[src/design/ccd_pkg.sv]
// constants and types shared by the cpu core datapath files
package ccd_pkg;
  // bus cycle timing: clocks per half memory cycle
  localparam int HALF_TICKS = 4;
  localparam int TICK_W = 4;
  // register offsets on the wishbone slave
  localparam logic [7:0] REG_CTRL = 8'h00;
  localparam logic [7:0] REG_STATUS = 8'h04;
  localparam logic [7:0] REG_ACC = 8'h08;
  localparam logic [7:0] REG_BANK = 8'h0C;
  localparam logic [7:0] REG_PC = 8'h10;
  // field positions
  localparam int CTRL_RUN_BIT = 0;
  localparam int STAT_P_LSB = 0;
  localparam int STAT_E_BIT = 8;
  localparam int STAT_STEP_LSB = 9;
  localparam int STAT_ABORT_BIT = 12;
  localparam int STAT_RUN_BIT = 13;
  localparam int STAT_OPC_LSB = 16;
  // status flag positions
  localparam int P_C = 0;
  localparam int P_Z = 1;
  localparam int P_X = 4;
  localparam int P_M = 5;
  localparam int P_V = 6;
  localparam int P_N = 7;
  // reset values
  localparam logic CTRL_RUN_RESET = 1'b1;
  localparam logic [15:0] ACC_RESET = 16'h0000;
  localparam logic [7:0] BANK_RESET = 8'h00;
  localparam logic [7:0] P_RESET = 8'h34;
  localparam logic E_RESET = 1'b1;
  localparam logic [15:0] PC_RESET = 16'h0000;
  localparam logic [7:0] OPC_RESET = 8'hEA;
  // fixed banks and vector
  localparam logic [7:0] PROG_BANK = 8'h00;
  localparam logic [7:0] VEC_BANK = 8'h00;
  localparam logic [15:0] BRK_VECTOR = 16'hFFE6;
  // operation codes with dedicated handling
  localparam logic [7:0] OPC_LDA_IMM = 8'hA9;
  localparam logic [7:0] OPC_ADC_IMM = 8'h69;
  localparam logic [7:0] OPC_SBC_IMM = 8'hE9;
  localparam logic [7:0] OPC_AND_IMM = 8'h29;
  localparam logic [7:0] OPC_ORA_IMM = 8'h09;
  localparam logic [7:0] OPC_EOR_IMM = 8'h49;
  localparam logic [7:0] OPC_CMP_IMM = 8'hC9;
  localparam logic [7:0] OPC_LDA_ABS = 8'hAD;
  localparam logic [7:0] OPC_STA_ABS = 8'h8D;
  localparam logic [7:0] OPC_SWAP = 8'hEB;
  localparam logic [7:0] OPC_XCE = 8'hFB;
  localparam logic [7:0] OPC_CLC = 8'h18;
  localparam logic [7:0] OPC_SEC = 8'h38;
  localparam logic [7:0] OPC_REP = 8'hC2;
  localparam logic [7:0] OPC_SEP = 8'hE2;
  localparam logic [7:0] OPC_BANK_IMM = 8'hAB;
  localparam logic [7:0] OPC_BRK = 8'h00;

  typedef enum logic [2:0] {
    BUS_IDLE, BUS_PROG, BUS_DREAD, BUS_DWRITE, BUS_VEC
  } ccd_bus_t;
  typedef enum logic [2:0] {
    ALU_PASS, ALU_ADD, ALU_SUB, ALU_AND, ALU_OR, ALU_XOR, ALU_CMP
  } ccd_alu_t;
  typedef enum logic [3:0] {
    TGT_NONE, TGT_ACC, TGT_FLAGS, TGT_MEM, TGT_SWAP, TGT_XCE,
    TGT_CLC, TGT_SEC, TGT_REP, TGT_SEP, TGT_BANK, TGT_JUMP
  } ccd_tgt_t;
endpackage : ccd_pkg

[src/design/ccd_core.sv]
// cpu core register and control section with wishbone view
//
// Our own choices: the Wishbone interface to the registers and the register offsets.
`timescale 1ns/100ps
// Summary of operation
// - latch the opcode from the data lines during the opcode fetch.
// - cycle step counter returns to zero at each instruction fetch.
// - step counter advances every cycle until the instruction completes.
// - transfer controls come from decoding opcode and step together.
// - one 16-bit ALU does data operations; address sums use separate adders.
// - ALU results go to the accumulator, except compare, which only sets flags; flags may update.
// - native mode accumulator is 16 bits when width flag zero, else 8.
// - narrow mode keeps accumulator high byte; swap exchanges the bytes.
// - data bank byte sits above the 16-bit address for data accesses.
// - bank value drives data lines in first half of data cycles.
// - reset clears the data bank register.
// - 16-bit datapath, 8-bit data pins, 24-bit address from bank.
// - abort stops the current instruction's final register update; fetches still advance the PC.
// - valid data and valid program address outputs driven each cycle.
// - vector fetch output active during every vector read cycle.
// - software switches between emulation mode and native mode.
// - every one of the 256 opcodes has a defined operation.
// - emulation mode forces both width select flags to one.
// - bank in first half of cycle, data in second; 16 bits take two.
module ccd_core
  import ccd_pkg::*;
#(
  parameter int HALF = HALF_TICKS
)(
  input wire logic clk,
  input wire logic rst,
  input wire logic ce,
  input wire logic cyc_i,
  input wire logic stb_i,
  input wire logic we_i,
  input wire logic [7:0] adr_i,
  input wire logic [3:0] sel_i,
  input wire logic [31:0] dat_i,
  output logic [31:0] dat_o,
  output logic ack_o,
  output logic [15:0] addrOut,
  input wire logic [7:0] dataIn,
  output logic [7:0] dataOut,
  output logic dataOe_n,
  output logic readNotWrite,
  output logic validDataAddr,
  output logic validProgramAddr,
  output logic vectorFetch_n,
  input wire logic abortInput_n,
  output logic emulationOut
);
  localparam logic [TICK_W-1:0] LAST_TICK = TICK_W'(2 * HALF - 1);
  localparam logic [TICK_W-1:0] HALF_TICK = TICK_W'(HALF);

  logic [7:0] dinS1Q, dinS2Q;
  logic abtS1Q, abtS2Q;
  logic [TICK_W-1:0] tickQ, tickD;
  logic [2:0] cycleStepQ, cycleStepD;
  logic [7:0] opcodeLatchQ, opcodeLatchD;
  logic [15:0] pcQ, pcD, accQ, accD;
  logic [7:0] pQ, pD;
  logic eQ, eD;
  logic [7:0] dataBankQ, dataBankD;
  logic [7:0] opLoQ, opLoD, opHiQ, opHiD;
  logic [7:0] dLoQ, dLoD, dHiQ, dHiD;
  logic abortPendQ, abortPendD;
  logic runQ, runD;
  logic ackQ, ackD;
  logic [31:0] rdataQ, rdataD;
  logic [15:0] addrQ, addrD;
  logic [7:0] doutQ, doutD;
  logic oeNQ, oeND, rnwQ, rnwD;
  logic vdaQ, vdaD, vpaQ, vpaD, vecNQ, vecND;
  ccd_bus_t busKind;
  logic lastStep, srcMem;
  ccd_alu_t aluOp;
  ccd_tgt_t target;
  logic wide8, cycleEnd, firstHalf, fire, inhibit, wbReq;
  logic [7:0] opLoN, opHiN, dLoN, dHiN, bankSel;
  logic [15:0] aluRes, dataAddr, vecAddr;
  logic aluC, aluN, aluV, aluZ;

  assign wide8 = pQ[P_M] | eQ;
  assign cycleEnd = (tickQ == LAST_TICK);
  assign firstHalf = (tickQ < HALF_TICK);
  assign fire = runQ && cycleEnd;
  assign inhibit = abortPendQ || !abtS2Q;
  assign wbReq = cyc_i && stb_i && !ackQ;

  ccd_decode decoder (
    .opcode(opcodeLatchQ),
    .step(cycleStepQ),
    .wide8(wide8),
    .busKind(busKind),
    .lastStep(lastStep),
    .aluOp(aluOp),
    .target(target),
    .srcMem(srcMem)
  );

  ccd_alu alu (
    .opA(accQ),
    .opB(srcMem ? {dHiN, dLoN} : {opHiN, opLoN}),
    .carryIn(pQ[P_C]),
    .aluOp(aluOp),
    .wide8(wide8),
    .result(aluRes),
    .carryOut(aluC),
    .negOut(aluN),
    .ovfOut(aluV),
    .zeroOut(aluZ)
  );

  // operand bytes including the byte arriving this cycle
  always_comb
  begin
    opLoN = opLoQ;
    opHiN = opHiQ;
    dLoN = dLoQ;
    dHiN = dHiQ;
    if (busKind == BUS_PROG || busKind == BUS_VEC)
    begin
      if (cycleStepQ == 3'd1)
        opLoN = dinS2Q;
      if (cycleStepQ == 3'd2)
        opHiN = dinS2Q;
    end
    if (busKind == BUS_DREAD)
    begin
      if (cycleStepQ == 3'd3)
        dLoN = dinS2Q;
      if (cycleStepQ == 3'd4)
        dHiN = dinS2Q;
    end
  end

  // instruction sequencing and execution
  always_comb
  begin
    tickD = tickQ;
    cycleStepD = cycleStepQ;
    opcodeLatchD = opcodeLatchQ;
    pcD = pcQ;
    accD = accQ;
    pD = pQ;
    eD = eQ;
    dataBankD = dataBankQ;
    opLoD = opLoQ;
    opHiD = opHiQ;
    dLoD = dLoQ;
    dHiD = dHiQ;
    abortPendD = abortPendQ;
    if (runQ)
      tickD = cycleEnd ? '0 : tickQ + TICK_W'(1);
    if (fire)
    begin
      opLoD = opLoN;
      opHiD = opHiN;
      dLoD = dLoN;
      dHiD = dHiN;
      if (busKind == BUS_PROG)
        pcD = pcQ + 16'h0001;
      if (cycleStepQ == 3'd0)
      begin
        opcodeLatchD = dinS2Q;
        cycleStepD = 3'd1;
        abortPendD = 1'b0;
      end
      else if (lastStep)
      begin
        cycleStepD = 3'd0;
        if (!inhibit)
        begin
          case (target)
            TGT_ACC, TGT_FLAGS:
            begin
              if (target == TGT_ACC)
              begin
                if (wide8)
                  accD[7:0] = aluRes[7:0];
                else
                  accD = aluRes;
              end
              pD[P_N] = aluN;
              pD[P_Z] = aluZ;
              if (aluOp == ALU_ADD || aluOp == ALU_SUB ||
                  aluOp == ALU_CMP)
                pD[P_C] = aluC;
              if (aluOp == ALU_ADD || aluOp == ALU_SUB)
                pD[P_V] = aluV;
            end
            TGT_SWAP:
            begin
              accD = {accQ[7:0], accQ[15:8]};
              pD[P_N] = accQ[15];
              pD[P_Z] = (accQ[15:8] == 8'h00);
            end
            TGT_XCE:
            begin
              eD = pQ[P_C];
              pD[P_C] = eQ;
            end
            TGT_CLC: pD[P_C] = 1'b0;
            TGT_SEC: pD[P_C] = 1'b1;
            TGT_REP: pD = pQ & ~opLoN;
            TGT_SEP: pD = pQ | opLoN;
            TGT_BANK: dataBankD = opLoN;
            TGT_JUMP: pcD = {opHiN, opLoN};
            default: ;
          endcase
        end
      end
      else
        cycleStepD = cycleStepQ + 3'd1;
    end
    if (!abtS2Q)
      abortPendD = 1'b1;
    if (eD)
    begin
      pD[P_M] = 1'b1;
      pD[P_X] = 1'b1;
    end
  end

  // external bus pins, registered
  always_comb
  begin
    dataAddr = {opHiQ, opLoQ} + {15'h0000, cycleStepQ == 3'd4};
    vecAddr = BRK_VECTOR + {15'h0000, cycleStepQ == 3'd2};
    addrD = pcQ;
    bankSel = PROG_BANK;
    case (busKind)
      BUS_DREAD, BUS_DWRITE:
      begin
        addrD = dataAddr;
        bankSel = dataBankQ;
      end
      BUS_VEC:
      begin
        addrD = vecAddr;
        bankSel = VEC_BANK;
      end
      default: ;
    endcase
    oeND = 1'b1;
    doutD = doutQ;
    if (runQ && firstHalf)
    begin
      oeND = 1'b0;
      doutD = bankSel;
    end
    else if (runQ && busKind == BUS_DWRITE)
    begin
      oeND = 1'b0;
      doutD = (cycleStepQ == 3'd3) ? accQ[7:0] : accQ[15:8];
    end
    rnwD = (busKind != BUS_DWRITE);
    vpaD = runQ && (busKind == BUS_PROG);
    vdaD = runQ && (busKind == BUS_DREAD || busKind == BUS_DWRITE ||
                    busKind == BUS_VEC ||
                    (busKind == BUS_PROG && cycleStepQ == 3'd0));
    vecND = !(runQ && busKind == BUS_VEC);
  end

  // wishbone slave
  always_comb
  begin
    runD = runQ;
    ackD = wbReq;
    rdataD = rdataQ;
    if (wbReq && we_i && adr_i == REG_CTRL && sel_i[0])
      runD = dat_i[CTRL_RUN_BIT];
    if (wbReq)
    begin
      rdataD = 32'h0000_0000;
      if (adr_i == REG_CTRL)
        rdataD[CTRL_RUN_BIT] = runQ;
      else if (adr_i == REG_STATUS)
      begin
        rdataD[STAT_P_LSB +: 8] = pQ;
        rdataD[STAT_E_BIT] = eQ;
        rdataD[STAT_STEP_LSB +: 3] = cycleStepQ;
        rdataD[STAT_ABORT_BIT] = abortPendQ;
        rdataD[STAT_RUN_BIT] = runQ;
        rdataD[STAT_OPC_LSB +: 8] = opcodeLatchQ;
      end
      else if (adr_i == REG_ACC)
        rdataD[15:0] = accQ;
      else if (adr_i == REG_BANK)
        rdataD[7:0] = dataBankQ;
      else if (adr_i == REG_PC)
        rdataD[15:0] = pcQ;
    end
  end

  always_ff @(posedge clk)
  begin
    if (rst)
    begin
      dinS1Q <= 8'h00;
      dinS2Q <= 8'h00;
      abtS1Q <= 1'b1;
      abtS2Q <= 1'b1;
      tickQ <= '0;
      cycleStepQ <= 3'd0;
      opcodeLatchQ <= OPC_RESET;
      pcQ <= PC_RESET;
      accQ <= ACC_RESET;
      pQ <= P_RESET;
      eQ <= E_RESET;
      dataBankQ <= BANK_RESET;
      opLoQ <= 8'h00;
      opHiQ <= 8'h00;
      dLoQ <= 8'h00;
      dHiQ <= 8'h00;
      abortPendQ <= 1'b0;
      runQ <= CTRL_RUN_RESET;
      ackQ <= 1'b0;
      rdataQ <= 32'h0000_0000;
      addrQ <= 16'h0000;
      doutQ <= 8'h00;
      oeNQ <= 1'b1;
      rnwQ <= 1'b1;
      vdaQ <= 1'b0;
      vpaQ <= 1'b0;
      vecNQ <= 1'b1;
    end
    else if (ce)
    begin
      dinS1Q <= dataIn;
      dinS2Q <= dinS1Q;
      abtS1Q <= abortInput_n;
      abtS2Q <= abtS1Q;
      tickQ <= tickD;
      cycleStepQ <= cycleStepD;
      opcodeLatchQ <= opcodeLatchD;
      pcQ <= pcD;
      accQ <= accD;
      pQ <= pD;
      eQ <= eD;
      dataBankQ <= dataBankD;
      opLoQ <= opLoD;
      opHiQ <= opHiD;
      dLoQ <= dLoD;
      dHiQ <= dHiD;
      abortPendQ <= abortPendD;
      runQ <= runD;
      ackQ <= ackD;
      rdataQ <= rdataD;
      addrQ <= addrD;
      doutQ <= doutD;
      oeNQ <= oeND;
      rnwQ <= rnwD;
      vdaQ <= vdaD;
      vpaQ <= vpaD;
      vecNQ <= vecND;
    end
  end

  assign dat_o = rdataQ;
  assign ack_o = ackQ;
  assign addrOut = addrQ;
  assign dataOut = doutQ;
  assign dataOe_n = oeNQ;
  assign readNotWrite = rnwQ;
  assign validDataAddr = vdaQ;
  assign validProgramAddr = vpaQ;
  assign vectorFetch_n = vecNQ;
  assign emulationOut = eQ;
endmodule : ccd_core

[src/design/ccd_alu.sv]
// 16-bit arithmetic and logic unit with 8-bit width mode
`timescale 1ns/100ps
module ccd_alu
  import ccd_pkg::*;
(
  input wire logic [15:0] opA,
  input wire logic [15:0] opB,
  input wire logic carryIn,
  input wire ccd_alu_t aluOp,
  input wire logic wide8,
  output logic [15:0] result,
  output logic carryOut,
  output logic negOut,
  output logic ovfOut,
  output logic zeroOut
);
  logic [15:0] bOp;
  logic cin;
  logic [16:0] sum;
  logic [8:0] sumLo;

  always_comb
  begin
    bOp = opB;
    cin = carryIn;
    case (aluOp)
      ALU_SUB: bOp = ~opB;
      ALU_CMP:
      begin
        bOp = ~opB;
        cin = 1'b1;
      end
      default: ;
    endcase
    sum = {1'b0, opA} + {1'b0, bOp} + {16'h0000, cin};
    sumLo = {1'b0, opA[7:0]} + {1'b0, bOp[7:0]} + {8'h00, cin};
    case (aluOp)
      ALU_ADD, ALU_SUB, ALU_CMP: result = sum[15:0];
      ALU_AND: result = opA & opB;
      ALU_OR: result = opA | opB;
      ALU_XOR: result = opA ^ opB;
      default: result = opB;
    endcase
    // narrow mode takes flags from the low byte only
    if (wide8)
    begin
      carryOut = sumLo[8];
      negOut = result[7];
      zeroOut = (result[7:0] == 8'h00);
      ovfOut = (opA[7] == bOp[7]) && (result[7] != opA[7]);
    end
    else
    begin
      carryOut = sum[16];
      negOut = result[15];
      zeroOut = (result == 16'h0000);
      ovfOut = (opA[15] == bOp[15]) && (result[15] != opA[15]);
    end
  end
endmodule : ccd_alu

[src/design/ccd_decode.sv]
// opcode and cycle step decoder for the core control section
`timescale 1ns/100ps
module ccd_decode
  import ccd_pkg::*;
(
  input wire logic [7:0] opcode,
  input wire logic [2:0] step,
  input wire logic wide8,
  output ccd_bus_t busKind,
  output logic lastStep,
  output ccd_alu_t aluOp,
  output ccd_tgt_t target,
  output logic srcMem
);
  logic isImm;
  logic isAbs;
  logic isByte;

  always_comb
  begin
    aluOp = ALU_PASS;
    target = TGT_NONE;
    srcMem = 1'b0;
    isImm = 1'b1;
    isAbs = 1'b0;
    isByte = 1'b0;
    case (opcode)
      OPC_LDA_IMM: target = TGT_ACC;
      OPC_ADC_IMM:
      begin
        aluOp = ALU_ADD;
        target = TGT_ACC;
      end
      OPC_SBC_IMM:
      begin
        aluOp = ALU_SUB;
        target = TGT_ACC;
      end
      OPC_AND_IMM:
      begin
        aluOp = ALU_AND;
        target = TGT_ACC;
      end
      OPC_ORA_IMM:
      begin
        aluOp = ALU_OR;
        target = TGT_ACC;
      end
      OPC_EOR_IMM:
      begin
        aluOp = ALU_XOR;
        target = TGT_ACC;
      end
      OPC_CMP_IMM:
      begin
        aluOp = ALU_CMP;
        target = TGT_FLAGS;
      end
      default:
      begin
        isImm = 1'b0;
        case (opcode)
          OPC_LDA_ABS:
          begin
            target = TGT_ACC;
            srcMem = 1'b1;
            isAbs = 1'b1;
          end
          OPC_STA_ABS:
          begin
            target = TGT_MEM;
            isAbs = 1'b1;
          end
          OPC_SWAP: target = TGT_SWAP;
          OPC_XCE: target = TGT_XCE;
          OPC_CLC: target = TGT_CLC;
          OPC_SEC: target = TGT_SEC;
          OPC_REP:
          begin
            target = TGT_REP;
            isByte = 1'b1;
          end
          OPC_SEP:
          begin
            target = TGT_SEP;
            isByte = 1'b1;
          end
          OPC_BANK_IMM:
          begin
            target = TGT_BANK;
            isByte = 1'b1;
          end
          OPC_BRK: target = TGT_JUMP;
          // every other code runs as a no-operation: opcode fetch plus one idle cycle
          default: ;
        endcase
      end
    endcase
    busKind = BUS_IDLE;
    lastStep = 1'b1;
    if (step == 3'd0)
    begin
      busKind = BUS_PROG;
      lastStep = 1'b0;
    end
    else if (isImm)
    begin
      busKind = BUS_PROG;
      lastStep = wide8 || (step == 3'd2);
    end
    else if (isAbs)
    begin
      if (step < 3'd3)
      begin
        busKind = BUS_PROG;
        lastStep = 1'b0;
      end
      else
      begin
        busKind = (target == TGT_MEM) ? BUS_DWRITE : BUS_DREAD;
        lastStep = wide8 || (step == 3'd4);
      end
    end
    else if (isByte)
      busKind = BUS_PROG;
    else if (target == TGT_JUMP)
    begin
      busKind = BUS_VEC;
      lastStep = (step == 3'd2);
    end
  end
endmodule : ccd_decode

[config.mk]
export PLATFORM = sky130hd
export DESIGN_NAME = ccd_core
export DESIGN_NICKNAME = d
export VERILOG_FILES = /design/src/design/ccd_pkg.sv /design/src/design/ccd_core.sv /design/src/design/ccd_alu.sv /design/src/design/ccd_decode.sv
export SDC_FILE = /design/constraint.sdc
export NUM_CORES = 1
export LEC_CHECK = 0
export BUFFER_PORTS_ARGS = -buffer_cell sky130_fd_sc_hd__buf_2
export CAP_MARGIN = 10
export CORE_ASPECT_RATIO = 1.2
export CORE_MARGIN = 3
export CORE_UTILIZATION = 24
export CTS_BUF_LIST = sky130_fd_sc_hd__clkbuf_2
export DETAILED_ROUTE_END_ITERATION = 10
export GPL_TIMING_DRIVEN = 0
export PLACE_DENSITY = 0.46
export SYNTH_ARGS = -nofsm -noshare
export SYNTH_HDL_FRONTEND = slang
export SYNTH_SLANG_ARGS = --single-unit
[constraint.sdc]
create_clock -name clk -period 11.92 [get_ports clk]
set_clock_uncertainty 0.05 [all_clocks]
set_input_delay 2.384 -clock clk [delete_from_list [all_inputs] [get_ports clk]]
set_output_delay 2.384 -clock clk [all_outputs]
set_load 0.01 [all_outputs]
* Yosys cells after proc, flatten, opt, wreduce, memory -nomap -nowiden
Cells that the tools add are included.
** Word-level totals
- Bits of input ports :: 59
- Register bits after elaboration :: 170
- Logic and storage cells :: 262
** Cells by class
- Bitwise gates (word level) :: 10
- Add/subtract/negate cells :: 9
- Mux-type cells :: 86
- Eq/ne operators :: 59
- $lt $le $gt $ge :: 2
- Reduce and logical (&&, ||, !) cells :: 64
** Operator list (number)
- two-way mux 16 bit :: 10
- two-way mux 8 bit :: 16
- == test 8 bit, second input constant :: 10
- one-hot mux 16 bit (2 select lines) :: 2
- one-hot mux 16 bit (4 select lines) :: 1
- one-hot mux 4 bit (10 select lines) :: 1
- zero test 8 bit :: 4
- two-way mux 1 bit :: 32
- == test 8 x 4 -> 1 bit, second input constant :: 3
- two-way mux 3 bit :: 8
- two-way mux 6 bit :: 4
- AND reduction 6 bit :: 4
- two-way mux 23 bit :: 1
- AND reduction 7 bit :: 3
- == test 4 x 3 -> 1 bit, second input constant :: 5
- == test 3 x 2 -> 1 bit, second input constant :: 6
- one-hot mux 3 bit (6 select lines) :: 1
- adder 16 x 16 -> 17 bit :: 1
- adder 17 x 1 -> 17 bit :: 1
- adder 16 x 1 -> 16 bit :: 1
- adder 16 x 1 -> 16 bit, second input constant :: 1
- bitwise AND 16 bit :: 1
- == test 4 bit, second input constant :: 4
- == test 8 x 5 -> 1 bit, second input constant :: 2
- 50 further kinds :: 108

* Depth between registers and ports, before layout
- Word-level depth :: 26
- Gate-level depth with buffers :: 22
- Depth with buffers taken out :: 20

* Modules after synthesis
From an unflattened synthesis, not the netlist that was laid out.
** Unflattened totals
- Cells, all modules :: 1431
- Area total of the unflattened synthesis :: 11385.9 um2
** Modules (own cells, without submodules)
- ccd_core :: sequential area each 3403.3 um2, area an instance 8811.0 um2, cells an instance 1056, instances 1
- ccd_alu :: sequential area each 0.0 um2, area an instance 2227.1 um2, cells an instance 317, instances 1
- ccd_decode :: sequential area each 0.0 um2, area an instance 347.8 um2, cells an instance 58, instances 1

* Least setup slack after synthesis
No wires, ideal clock.
- Path kind :: reg2reg
- Start point :: register opcodeLatchQ[0]
- End point :: register pQ[1]
- Path buffers :: 3
- Stages on the path, launching flop included :: 23
- Path slack :: 6.943 ns
- Library setup time :: 0.075 ns
- Data required time :: 11.795 ns
- Arrival time :: 4.852 ns
- Path through :: dfxtp_1 buf_6 or4b_4 or3_1 buf_6 a21oi_4 o311a_1 buf_4 o32a_1 o21a_1 xnor2_1 fa_1 fa_1 a211oi_1 o21ai_0 nand3_1 a22oi_1 xnor2_1 a221oi_1 o21ai_1 nor4_1 a41oi_1 o22ai_1
** Between the ends
- Word-level cells in the longest chain between the ends :: 21
** RTL lines
- from (decl) :: RTL line ccd_core.sv:59 : logic [7:0] opcodeLatchQ, opcodeLatchD;
- from (signal assigned) :: RTL line ccd_core.sv:336 : opcodeLatchQ <= opcodeLatchD;
- == test 8 bit, or another cell as far along :: RTL line ccd_decode.sv:62 : case (opcode)
- one-hot mux 4 bit (10 select lines) or OR reduction 6 bit (tied branches)
- one-hot mux 4 bit (2 select lines) :: RTL line ccd_decode.sv:27 : case (opcode)
- == test 4 x 2 -> 1 bit or == test 4 bit (tied branches) :: RTL line ccd_decode.sv:120, ccd_decode.sv:126
- two-way mux 1 bit or two-way mux 3 bit (tied branches) :: RTL line ccd_decode.sv:120, ccd_decode.sv:126
- two-way mux 3 bit (on tied branches) :: RTL line ccd_decode.sv:113, ccd_decode.sv:124
- two-way mux 3 bit :: RTL line ccd_decode.sv:111 : else if (isAbs)
- two-way mux 3 bit :: RTL line ccd_decode.sv:106 : else if (isImm)
- [5 not listed]
- NOT 16 bit :: RTL line ccd_alu.sv:27, ccd_alu.sv:30
- two-way mux 16 bit
- adder 16 x 16 -> 17 bit :: RTL line ccd_alu.sv:35 : sum = {1'b0, opA} + {1'b0, bOp} + {16'h0000, cin};
- adder 17 x 1 -> 17 bit :: RTL line ccd_alu.sv:35
- one-hot mux 16 bit (4 select lines) :: RTL line ccd_alu.sv:37 : case (aluOp)
- zero test 16 bit or zero test 8 bit (tied branches) :: RTL line ccd_alu.sv:56, ccd_alu.sv:49
- two-way mux 1 bit :: RTL line ccd_alu.sv:45 : if (wide8)
- one-hot mux 1 bit (4 select lines) :: RTL line ccd_core.sv:174 : case (target)
- to (signal assigned) :: RTL line ccd_core.sv:339 : pQ <= pD;
- to (decl) :: RTL line ccd_core.sv:61 : logic [7:0] pQ, pD;
Several ways; a longest one is shown, not always the timed one.
A chain may end at the register's enable or synchronous reset.

* Worst setup path after layout
- Start point :: register opcodeLatchQ[7]
- End point :: register pQ[1]
Same word-level chain as after synthesis.

==> results.py <==
metrics = {
    "routing": {
        "drc": 0,
        "wirelength_microns": 45300,
        "first_pass_iters": 7,
        "detail-route-antenna-nets": 0,
        "num_vias": 11200,
        "drt_iter0_markers": 1008,
        "vias_per_cell": 5.36,
        "wire_per_inst_microns": 21.7,
    },
    "worst_setup_path": {
        "worstPathMaxFanout": 10,
        "worstPathArrival_ns": 7.26,
        "worstSetupPathType": "flop to flop",
        "required_ns": 12.62,
        "critPathLaunchType": "flop",
        "end_kind": "flop",
    },
    "power_and_ir_drop": {
        "power.share.switching": 0.278,
        "ir_drop_uv": 54.4,
        "power_density_nw_per_um2": 82.1,
        "seqPwrFrac": 0.587,
        "p_sw_mw": 0.276,
        "cellLeakagePower_nw": 4.46,
        "p_int_mw": 0.716,
        "power_frac_comb": 0.063,
        "pwr-share-clk": 0.349,
    },
    "timing": {
        "max_freq_ghz": 0.152,
        "fin_crit_ns": 6.56,
        "rsz0062_at_grt": "no",
        "worstMarginPinSlew_ns": 1.14,
        "tns_ns": 0,
        "period_share": 0.550,
        "finalSetupViolCount": 0,
        "finalHoldViolations": 0,
        "slew_headroom": 0.233,
        "postLayoutSetupSlackWorst_ns": 5.36,
        "final_max_slew_viol_count": 0,
    },
    "floorplanning": {
        "initial_utilization": 0.243,
        "core-area_sq_um": 43900,
        "rows": 84,
        "die-area_sq_um": 47100,
        "io_pins": 122,
        "die_y_microns": 237,
        "chipWidth_microns": 199,
    },
    "finish": {
        "nFillCells": 4896,
        "syn_to_final_growth_pct": 13.0,
        "multi_input_area_sq_um": 6680,
        "seq_area_sq_um": 3400,
        "drive_gt1_frac": 0.0910,
        "fin_cells": 2087,
        "layout_commonest_cell": "nor2_1",
        "final_cell_mix": "nor2_1, dfxtp_1, nand2_1, a21oi_1, clkbuf_1",
        "final_nets": 1631,
    },
    "grt": {
        "grt-ovfl-total": 0,
        "grt_pass1_wl_microns": 67300,
        "grt_pass1_vias": 10700,
        "grt_max_degree": 17,
        "grt_usage": 0.188,
        "antenna_found_initial": 1,
    },
    "hold_path": {
        "hp-class": "flop to flop",
    },
    "synthesis": {
        "synth_top_family_by_area": "compound AO/OA/AOI/OAI gates",
        "synth-seq-cells": 170,
        "yosysTopAreaCellShare": 0.318,
        "syn_avg_cell_area_sq_um": 7.60,
        "synth_area_leaders": "dfxtp_1, nor2_1, ha_1, nand2_1, a21oi_1",
        "synth_warnings": 0,
        "synth_flop_cell": "dfxtp_1",
        "synth_edf_count": 0,
        "synth_fa_ha_area_frac": 0.0693,
        "synth-seq-area-share": 0.318,
        "synthXorXnorAreaFrac": 0.0385,
        "synthMuxAreaShare": 0.0525,
        "async_flop_share": 0,
        "synthCells": 1407,
        "synthSimpleGateAreaFrac": 0.216,
        "ys_types": 72,
        "syn_area_sq_um": 10700,
        "synth_compound_area_frac": 0.246,
        "synth_area_leader_cell": "dfxtp_1",
    },
    "place": {
        "gp_congestion": 0.948,
        "dp.cells": 2053,
        "hpwl_microns": 34900,
        "portBuffers": 79,
        "pre_cts_ws_ns": 5.49,
    },
    "status": {
        "outcome": "finished, final reports clean",
    },
    "clock_network": {
        "clock-root-buffer": "clkbuf_2",
        "cts_buffers": 17,
        "postCtsSetupBuffers": 0,
        "clkTransAtPathRegs_ns": 0.27,
        "clock_path_buffers": 2,
        "hold_buffers": 0,
        "h-tree-depth": 4,
        "clk_latency_ns": 0.80,
        "cts-resized-gates": 0,
        "clock_sinks": 170,
        "cts_tree": "yes",
    },
    "run": {
        "drv_cap": 0,
    },
}
-- path summary, 6_finish.rpt --
path         slack (ns)                         start                endpoint  cells past startpoint
min reg2reg        0.41        dat_o[18]$_SDFFE_PP0P_  dat_o[18]$_SDFFE_PP0P_                      2
max                5.36  opcodeLatchQ[7]$_SDFFE_PP1P_      pQ[1]$_SDFFE_PP0P_                     19
min                0.41        dat_o[18]$_SDFFE_PP0P_  dat_o[18]$_SDFFE_PP0P_                      2
max reg2reg        5.36  opcodeLatchQ[7]$_SDFFE_PP1P_      pQ[1]$_SDFFE_PP0P_                     19
-- Yosys cell counts, drive strengths merged (20+ instances only) --
library cell / n
nor2: 211
dfxtp: 170
nand2: 169
a21oi: 121
clkbuf: 83
o21ai: 71
ha: 56
mux2i: 55
inv: 49
nand3: 40
xnor2: 30
o22ai: 28
a211oi: 21
buf: 20
nor3: 20
-- worst max-delay path, cell delays in order, from the launching register on --
cell,delay (ns)
dfxtp_1,0.38
clkbuf_1,0.40
nand4b_1,0.34
nor2_1,0.53
and3_1,0.28
buf_4,0.19
clkbuf_1,0.41
nor3_1,0.10
a221oi_1,0.90
xnor2_1,0.15
ha_1,0.38
a21o_1,0.20
a2111oi_0,0.63
a22oi_1,0.16
xnor2_1,0.19
a221oi_1,0.30
o21ai_1,0.16
nor4_1,0.35
a41oi_1,0.24
o22ai_1,0.16
-- power by group through the flow --
stage	combinational, mW	clock, mW	sequential [mW]
after floorplan	0.0330	0	0.594
after global placement	0.0624	0	0.593
after detailed placement	0.0629	0	0.593
after CTS	0.0632	0.356	0.583
after global routing	0.0682	0.379	0.585
final	0.0630	0.346	0.583
-- flip-flops by register name (all words and copies together) (netlist names), 16 cells and up, named ones only --
register / flops
dat_o: 24
addrOut: 16
accQ: 16
pcQ: 16
-- layer usage --
metal	share of wire	track usage	vias to the layer above
met2	0.47	0.313	434
met1	0.42	0.243	5431
met5	0	0	-
met3	0.069	0.0310	82
met4	0.039	0.0729	0
li1	-	-	5246
-- cells by family after synthesis --
logic type,Yosys count
and+or+nand+nor,524
AOI/OAI and AO/OA,398
DFF,170
buffers and inverters,153
adders and majority gates,58
muxes,56
xor gates and xnor gates,47
other,1
-- through the flow --
| stage | area, sq um | hold WS (ns) | utilization | power (mW) |
|---|---|---|---|---|
| after detailed placement | 11800 | 0.392 | 0.269 | 0.656 |
| final | 12100 | 0.414 | 0.275 | 0.992 |
| after floorplan | 10700 | 0.382 | - | 0.627 |
| after global routing | 12100 | 0.440 | 0.275 | 1.03 |
| after CTS | 12100 | 0.419 | 0.275 | 1.00 |
| after global placement | 11800 | 0.389 | 0.269 | 0.655 |
-- layout make-up --
class,instances,share of cell area
Antenna cell,1,0.000207
Buffer,103,0.0367
Clock buffer,18,0.00745
Clock inverter,14,0.0142
Inverter,50,0.0155
Multi-Input combinational cell,1091,0.553
Sequential cell,170,0.282
Tap cell,559,0.0579
Timing Repair Buffer,81,0.0335
Note: power is estimated with default switching activity, not from simulation.
